<file path="config.mk">
export PLATFORM = sky130hd
export DESIGN_NAME = dbgca_top
export DESIGN_NICKNAME = d
export VERILOG_FILES = /design/src/inc/dbgca_pkg.sv /design/src/hw/dbgca_top.sv /design/src/hw/dbgca_cmp.sv
export VERILOG_INCLUDE_DIRS = /design/src /design/src/inc
export SDC_FILE = /design/constraint.sdc
export NUM_CORES = 1
export LEC_CHECK = 0
export BUFFER_PORTS_ARGS = -buffer_cell sky130_fd_sc_hd__buf_4
export CAP_MARGIN = 20
export CORE_MARGIN = 2
export CORE_UTILIZATION = 45
export DETAILED_ROUTE_END_ITERATION = 6
export PLACE_DENSITY = 0.85
export SETUP_SLACK_MARGIN = 0.05
export SYNTH_ARGS = -nofsm -noshare
export SYNTH_HDL_FRONTEND = slang
export SYNTH_SLANG_ARGS = --single-unit
export TNS_END_PERCENT = 50
</file>
<file path="constraint.sdc">
create_clock -name pclk -period 1.39 [get_ports pclk]
set_input_delay 0 -clock pclk [delete_from_list [all_inputs] [get_ports pclk]]
set_output_delay 0 -clock pclk [all_outputs]
set_load 0.01 [all_outputs]
</file>
<file path="src/inc/dbgca_consts.svh">
// Constants of debug comparator A: offsets, reset values, field positions.
// Operation
// - Upper byte sets expected levels, address 15..8.
// - Compare bit zero expects low, one expects high.
// - Lower byte sets expected levels, address 7..0.
// - End-run reset, enabled, end-aligned: registers keep contents.
`ifndef DBGCA_CONSTS_SVH
`define DBGCA_CONSTS_SVH

// Register indices; the byte address is four times the index.
`define DBGCA_IDX_UPPER   10'h000
`define DBGCA_IDX_LOWER   10'h001
`define DBGCA_IDX_STATUS  10'h002

// Width of the APB byte address.
`define DBGCA_AW          12

// Reset values of the two compare bytes.
`define DBGCA_UPPER_RST   8'hff
`define DBGCA_LOWER_RST   8'hfe

// Bit positions inside the status register.
`define DBGCA_ST_MATCH    0
`define DBGCA_ST_KEEP     1
`define DBGCA_ST_ENABLE   2

`endif

</file>
<file path="src/inc/dbgca_pkg.sv">
// Types shared by the comparator A design files.
package dbgca_pkg;

  // One compare byte as held in a register.
  typedef logic [7:0] dbgca_byte_t;

  // The full sixteen-bit address seen on the core bus.
  typedef logic [15:0] dbgca_addr_t;

  // Which register an APB address selects.
  typedef enum logic [1:0]
  {
    DBGCA_SEL_NONE,
    DBGCA_SEL_UPPER,
    DBGCA_SEL_LOWER,
    DBGCA_SEL_STATUS
  } dbgca_sel_e;

endpackage

</file>
<file path="src/hw/dbgca_top.sv">
// Debug comparator A: compare registers, APB slave and match output.
`timescale 1ns/1ps
`default_nettype none
`include "dbgca_consts.svh"

module dbgca_top
  import dbgca_pkg::*;
(
  // Clock and resets.
  input  wire logic                   pclk,
  input  wire logic                   presetn,
  input  wire logic                   por_n,
  // APB slave.
  input  wire logic                   psel,
  input  wire logic                   penable,
  input  wire logic                   pwrite,
  input  wire logic [`DBGCA_AW-1:0]   paddr,
  input  wire logic [31:0]            pwdata,
  input  wire logic [3:0]             pstrb,
  output logic [31:0]                 prdata,
  output logic                        pready,
  output logic                        pslverr,
  // Debug control levels from the rest of the debug module.
  input  wire logic                   debug_module_enable,
  input  wire logic                   trig_begin_align,
  input  wire logic                   end_trace_reset,
  // Core address bus and the comparator result.
  input  wire dbgca_addr_t            core_addr,
  output logic                        cmp_a_match
);

  // Compare bytes, upper and lower.
  dbgca_byte_t  upper_q;
  dbgca_byte_t  lower_q;
  // Set while the next system reset must spare the compare bytes.
  logic         keep_q;
  // Two-stage synchroniser of the released system reset.
  logic         rst_s1_q;
  logic         rst_s2_q;
  // Read data captured in the setup cycle.
  logic [31:0]  rdata_q;
  // Reset that actually clears the compare bytes.
  wire          cmp_rst_n;
  // Decoded register selection.
  dbgca_sel_e   sel;
  // Address falls on a word boundary, in or out of the map.
  wire          aligned;
  wire [9:0]    word_idx;
  // Phase strobes of the APB transfer.
  wire          setup_ph;
  wire          access_ph;
  // Write strobes of the two compare bytes.
  wire          wr_upper;
  wire          wr_lower;
  // Preservation condition evaluated while running.
  wire          keep_d;
  // Status word and the read mux result.
  wire [31:0]   status_w;
  logic [31:0]  rdata_d;

  // The word index and the alignment of the byte address.
  assign word_idx = paddr[`DBGCA_AW-1:2];
  assign aligned  = (paddr[1:0] == 2'h0);

  // Decode the address into one of the three registers.
  always_comb
  begin
    sel = DBGCA_SEL_NONE;
    if (aligned)
    begin
      case (word_idx)
        `DBGCA_IDX_UPPER:  sel = DBGCA_SEL_UPPER;
        `DBGCA_IDX_LOWER:  sel = DBGCA_SEL_LOWER;
        `DBGCA_IDX_STATUS: sel = DBGCA_SEL_STATUS;
        default:           sel = DBGCA_SEL_NONE;
      endcase
    end
  end

  // Setup and access phases of an APB transfer.
  assign setup_ph  = psel & ~penable;
  assign access_ph = psel & penable;

  // Writes land at the access edge and need byte lane zero.
  assign wr_upper = access_ph & pwrite & pstrb[0] &
                    (sel == DBGCA_SEL_UPPER);
  assign wr_lower = access_ph & pwrite & pstrb[0] &
                    (sel == DBGCA_SEL_LOWER);

  // The slave never inserts wait states.
  assign pready = access_ph;

  // An unmapped or misaligned address ends with an error.
  assign pslverr = access_ph & (sel == DBGCA_SEL_NONE);

  // Read data leave the register captured in the setup cycle.
  assign prdata = rdata_q;

  // Spare the bytes only when enabled and aligned to the end.
  assign keep_d = end_trace_reset & debug_module_enable &
                  ~trig_begin_align;

  // Power-on always clears; the system reset clears unless spared.
  assign cmp_rst_n = por_n & (presetn | keep_q);

  // Status shows the match, the keep flag and the enable level.
  assign status_w = {29'h0,
                     debug_module_enable,
                     keep_q,
                     cmp_a_match};

  // Select the word that a read returns.
  always_comb
  begin
    case (sel)
      DBGCA_SEL_UPPER:  rdata_d = {24'h0, upper_q};
      DBGCA_SEL_LOWER:  rdata_d = {24'h0, lower_q};
      DBGCA_SEL_STATUS: rdata_d = status_w;
      default:          rdata_d = 32'h0;
    endcase
  end

  // Capture read data in the setup cycle so it is stable in access.
  always_ff @(posedge pclk or negedge presetn)
  begin
    if (!presetn)
    begin
      rdata_q <= 32'h0;
    end
    else if (setup_ph)
    begin
      rdata_q <= pwrite ? 32'h0 : rdata_d;
    end
  end

  // Follow the release of the system reset on the local clock.
  always_ff @(posedge pclk or negedge presetn)
  begin
    if (!presetn)
    begin
      rst_s1_q <= 1'b0;
      rst_s2_q <= 1'b0;
    end
    else
    begin
      rst_s1_q <= 1'b1;
      rst_s2_q <= rst_s1_q;
    end
  end

  // The keep flag tracks its condition while running, freezes in system reset and clears at power-on.
  always_ff @(posedge pclk or negedge por_n)
  begin
    if (!por_n)
    begin
      keep_q <= 1'b0;
    end
    else if (rst_s2_q)
    begin
      keep_q <= keep_d;
    end
  end

  // Upper compare byte: expected levels of address bits 15..8.
  always_ff @(posedge pclk or negedge cmp_rst_n)
  begin
    if (!cmp_rst_n)
    begin
      upper_q <= `DBGCA_UPPER_RST;
    end
    else if (wr_upper)
    begin
      upper_q <= pwdata[7:0];
    end
  end

  // Lower compare byte: expected levels of address bits 7..0.
  always_ff @(posedge pclk or negedge cmp_rst_n)
  begin
    if (!cmp_rst_n)
    begin
      lower_q <= `DBGCA_LOWER_RST;
    end
    else if (wr_lower)
    begin
      lower_q <= pwdata[7:0];
    end
  end

  // Bitwise comparison of the core address with both bytes.
  dbgca_cmp u_cmp
  (
    .pclk       (pclk),
    .presetn    (presetn),
    .expect_val ({upper_q, lower_q}),
    .core_addr  (core_addr),
    .match_q    (cmp_a_match)
  );
endmodule

`default_nettype wire

</file>
<file path="src/hw/dbgca_cmp.sv">
// Bitwise address comparator with a registered match output.
`timescale 1ns/1ps
`default_nettype none

module dbgca_cmp
  import dbgca_pkg::*;
(
  // Clock and reset.
  input  wire logic        pclk,
  input  wire logic        presetn,
  // Expected value and the address under test.
  input  wire dbgca_addr_t expect_val,
  input  wire dbgca_addr_t core_addr,
  // Registered match result.
  output logic             match_q
);

  // One equality flag per address bit.
  logic [15:0] bit_eq;
  // All bits equal in this cycle.
  wire         match_d;

  // Each bit matches when the address level equals the compare bit.
  genvar gi;
  generate
    for (gi = 0; gi < 16; gi = gi + 1)
    begin : g_bit
      assign bit_eq[gi] = ~(core_addr[gi] ^ expect_val[gi]);
    end
  endgenerate

  // The match needs every one of the sixteen bits to agree.
  assign match_d = &bit_eq;

  // Register the result so the output leaves a flip-flop.
  always_ff @(posedge pclk or negedge presetn)
  begin
    if (!presetn)
    begin
      match_q <= 1'b0;
    end
    else
    begin
      match_q <= match_d;
    end
  end

endmodule

`default_nettype wire

</file>
==> tab_implementation.tex <==
\begin{tabular}{lr}
\hline
Metric & Value \\
\hline
\multicolumn{2}{l}{\textbf{Outcome}} \\
\quad Run status & finished clean \\
\multicolumn{2}{l}{\textbf{Drt}} \\
\quad Post-detailed-route via-to-cell ratio & 4.736 \\
\quad Total number of vias & 1,345 \\
\quad Final WL & 3853 µm \\
\quad Remaining design rule violation count & 0 \\
\quad Antenna-violating nets left & 0 \\
\quad Routed len/inst & 13.57 µm \\
\quad DR pass1 iterations & 4 \\
\quad DR iter-0 viols & 30 \\
\multicolumn{2}{l}{\textbf{Cells and area}} \\
\quad Top library cells by usage in the layout, fill and taps aside & buf\_4 (65), dlygate4sd3\_1 (29), conb\_1 (25) \\
\quad Share of post-route cells with drive strength above 1 & 43.70\% \\
\quad Most frequent standard cell in the layout excluding fill and tap cells & buf\_4 \\
\quad Number of filler cells placed in the layout & 242 \\
\quad Number of nets in the layout & 312 \\
\quad Synth-to-layout area growth & 47.59\% \\
\quad Post-route standard cell area excluding fillers & 2410 µm² \\
\quad Non-Filler Instances & 284 \\
\quad Final antenna diode count & 0 \\
\multicolumn{2}{l}{\textbf{STA}} \\
\quad RSZ-0062 raised after global routing & no \\
\quad Fin Clk Skew & 0.003694 ns \\
\quad Number of slew-limit violations in the final report & 0 \\
\quad Peak Freq & 771.5 MHz \\
\quad Number of failing hold endpoints at the final stage & 0 \\
\quad Worst slack on hold paths & 0.02058 ns \\
\quad Min Tclk post-route & 1.296 ns \\
\quad Post-route worst setup slack & 0.09383 ns \\
\quad Post-route fraction of the period consumed by the critical path & 93.25\% \\
\quad Total Negative Setup Slacks & 0 ns \\
\quad Setup-violating endpoint count in the final report & 0 \\
\multicolumn{2}{l}{\textbf{GRT}} \\
\quad Total congestion overflow & 0 \\
\quad Maximum number of pins on one net before global-route repair & 17 \\
\quad First-pass GRT wire length & 6313 µm \\
\quad Total track usage & 19.80\% \\
\quad Antenna violations before repair & 0 \\
\quad Vias in the first global route & 1,345 \\
\multicolumn{2}{l}{\textbf{Clock network}} \\
\quad TritonCTS clock tree & built \\
\quad Hold\_buf cts & 29 \\
\quad CTS buffer count & 3 \\
\quad Clk buf depth & 2 \\
\quad Count of buffers added by post-CTS timing repair for setup & 0 \\
\quad Number of instances resized during post-cts repair & 0 \\
\quad Clock sink total & 28 \\
\quad Clk Tree Root Cell & clkbuf\_4 \\
\quad Clock network latency to the later pin of the worst-skew pair & 0.33 ns \\
\quad H-tree depth reported by CTS & 1 \\
\quad Clock slew seen by the registers of the worst setup and hold paths & 0.14 ns \\
\multicolumn{2}{l}{\textbf{Placed design}} \\
\quad Input/output buffers & 56 \\
\quad Inst Count DP & 251 \\
\quad Post-DP Area & 2083 µm² \\
\quad Routability congestion estimate & 0.7514 \\
\quad Pre-CTS setup slack & -0.2546 ns \\
\quad Placed wire-length estimate after detailed placement & 2817 µm \\
\multicolumn{2}{l}{\textbf{Logic synthesis}} \\
\quad Synth cell types & 29 \\
\quad Mean Syn Cell Area & 11.34 µm² \\
\quad Post-Syn Area & 1633 µm² \\
\quad Instance count of the mapped netlist & 144 \\
\quad Count of state elements after synthesis & 28 \\
\quad Share of synthesized area occupied by flip-flops and latches & 44.06\% \\
\quad Count of flip-flops with a built-in enable after synthesis & 0 \\
\quad Share of flip-flops with an asynchronous set or reset & 100.0\% \\
\quad Flip-flop cell with the highest count after synthesis & dfstp\_2 \\
\quad Count of warnings emitted by yosys & 0 \\
\multicolumn{2}{l}{\textbf{Die}} \\
\quad Starting Density & 47.80\% \\
\quad Standard cell core area & 3416 µm² \\
\quad Die X-Extent & 64.24 µm \\
\quad Die height & 64.24 µm \\
\quad Number of rows created at floorplan & 21 \\
\quad Die outline area & 4126 µm² \\
\quad Io pins & 108 \\
\multicolumn{2}{l}{\textbf{Setup path}} \\
\quad WS Path Type & input pin to flop \\
\quad Biggest fanout along the worst timing path & 8 \\
\quad Data required time of the worst path & 1.62 ns \\
\quad Arrival time of the worst setup path & 1.53 ns \\
\quad Worst-case reg-to-reg path depth & 3 \\
\quad Critical Path End Type & flop \\
\quad Launching element type of the critical path & input pin \\
\multicolumn{2}{l}{\textbf{Flow run}} \\
\quad Max-cap check violation count & 0 \\
\multicolumn{2}{l}{\textbf{Pwr}} \\
\quad Cell Pwr Density & 639.8 nW/µm² \\
\quad Worst IR drop on VDD & 0.4432 mV \\
\quad Leakage component of the power & 0.001120 µW \\
\multicolumn{2}{l}{\textbf{Hold path}} \\
\quad Kind of path behind the tightest hold check & input pin to async pin \\
\hline
\end{tabular}
==> metrics by stage <==
step	total power, µW	utilization, %
floorplan	995.6	-
global placement	1090	60.99
detailed placement	1094	60.99
CTS	1550	70.55
global route	1625	70.55
finish	1542	70.55
==> per-layer routing <==
layer / vias up / global-route usage (%) / part of all wire [%]
met4: 0 / 7.181 / 1.5
li1: 651 / - / -
met3: 5 / 2.817 / 6.7
met1: 624 / 24.69 / 43
met5: - / 0 / 0
met2: 65 / 34.77 / 49
==> cell usage after synthesis, drive strengths merged (2+ instances only) <==
cell type / count / area (µm²)
nand4: 7 / 43.79
mux2i: 8 / 80.08
a2bb2oi: 3 / 26.28
nor4: 5 / 61.31
inv: 2 / 7.510
mux2: 16 / 180.2
or4: 3 / 30.03
xnor2: 16 / 140.1
o21ai: 9 / 45.04
conb: 2 / 7.510
buf: 26 / 188.9
dfrtp: 13 / 325.3
nand2: 9 / 33.78
dfstp: 15 / 394.1
==> path summary, 6_finish.rpt <==
kind,startpoint,end,slack [ns]
min in group pclk,pwrite,prdata[2]$_DFFE_PN0P_,0.03
setup / recovery,paddr[5],lower_q[0]$_DFFE_PN0P_,0.09
hold / removal,presetn,prdata[4]$_DFFE_PN0P_,0.02
max in group asynchronous,keep_q$_DFFE_PN0P_,upper_q[5]$_DFFE_PN1P_,0.77
hold reg to reg,rst_s1_q$_DFF_PN0_,rst_s2_q$_DFF_PN0_,0.37
setup reg to reg,rst_s2_q$_DFF_PN0_,keep_q$_DFFE_PN0P_,0.16
==> cell type report <==
class,instances,area (µm²),share of cell area [%]
multi-input cells,110,810.8,33.64
repair buffers,94,778.2,32.29
flip-flops and latches,28,719.4,29.85
well taps,46,57.56,2.388
clock buffers,4,36.28,1.506
inverters,2,7.507,0.3115
==> critical path: stages <==
cell and delay [ns]:
buf_4 0.11, or4_4 0.57, nor4_4 0.29, buf_4 0.22, mux2_2 0.34
==> registers in the layout (all words and copies together), names as in the netlist <==
name,flops
lower_q,8
upper_q,8
prdata,8
keep_q,1
rst_s2_q,1
u_cmp.match_q,1
rst_s1_q,1
==> where the power goes <==
group          internal (µW)  switching, µW
Combinational            186            134
Clock                    161            235
Sequential               823           2.88
Total                   1170            372
==> logic make-up after synthesis <==
| group | after synthesis | synth area share, % |
|---|---|---|
| buf+inv | 29 | 12.26 |
| compound gates | 15 | 5.671 |
| mux | 24 | 15.94 |
| xor+xnor | 16 | 8.582 |
| simple gates | 30 | 13.03 |
| flops | 28 | 44.06 |
| other cells | 2 | 0.4599 |
Note: power is estimated with default switching activity, not from simulation.
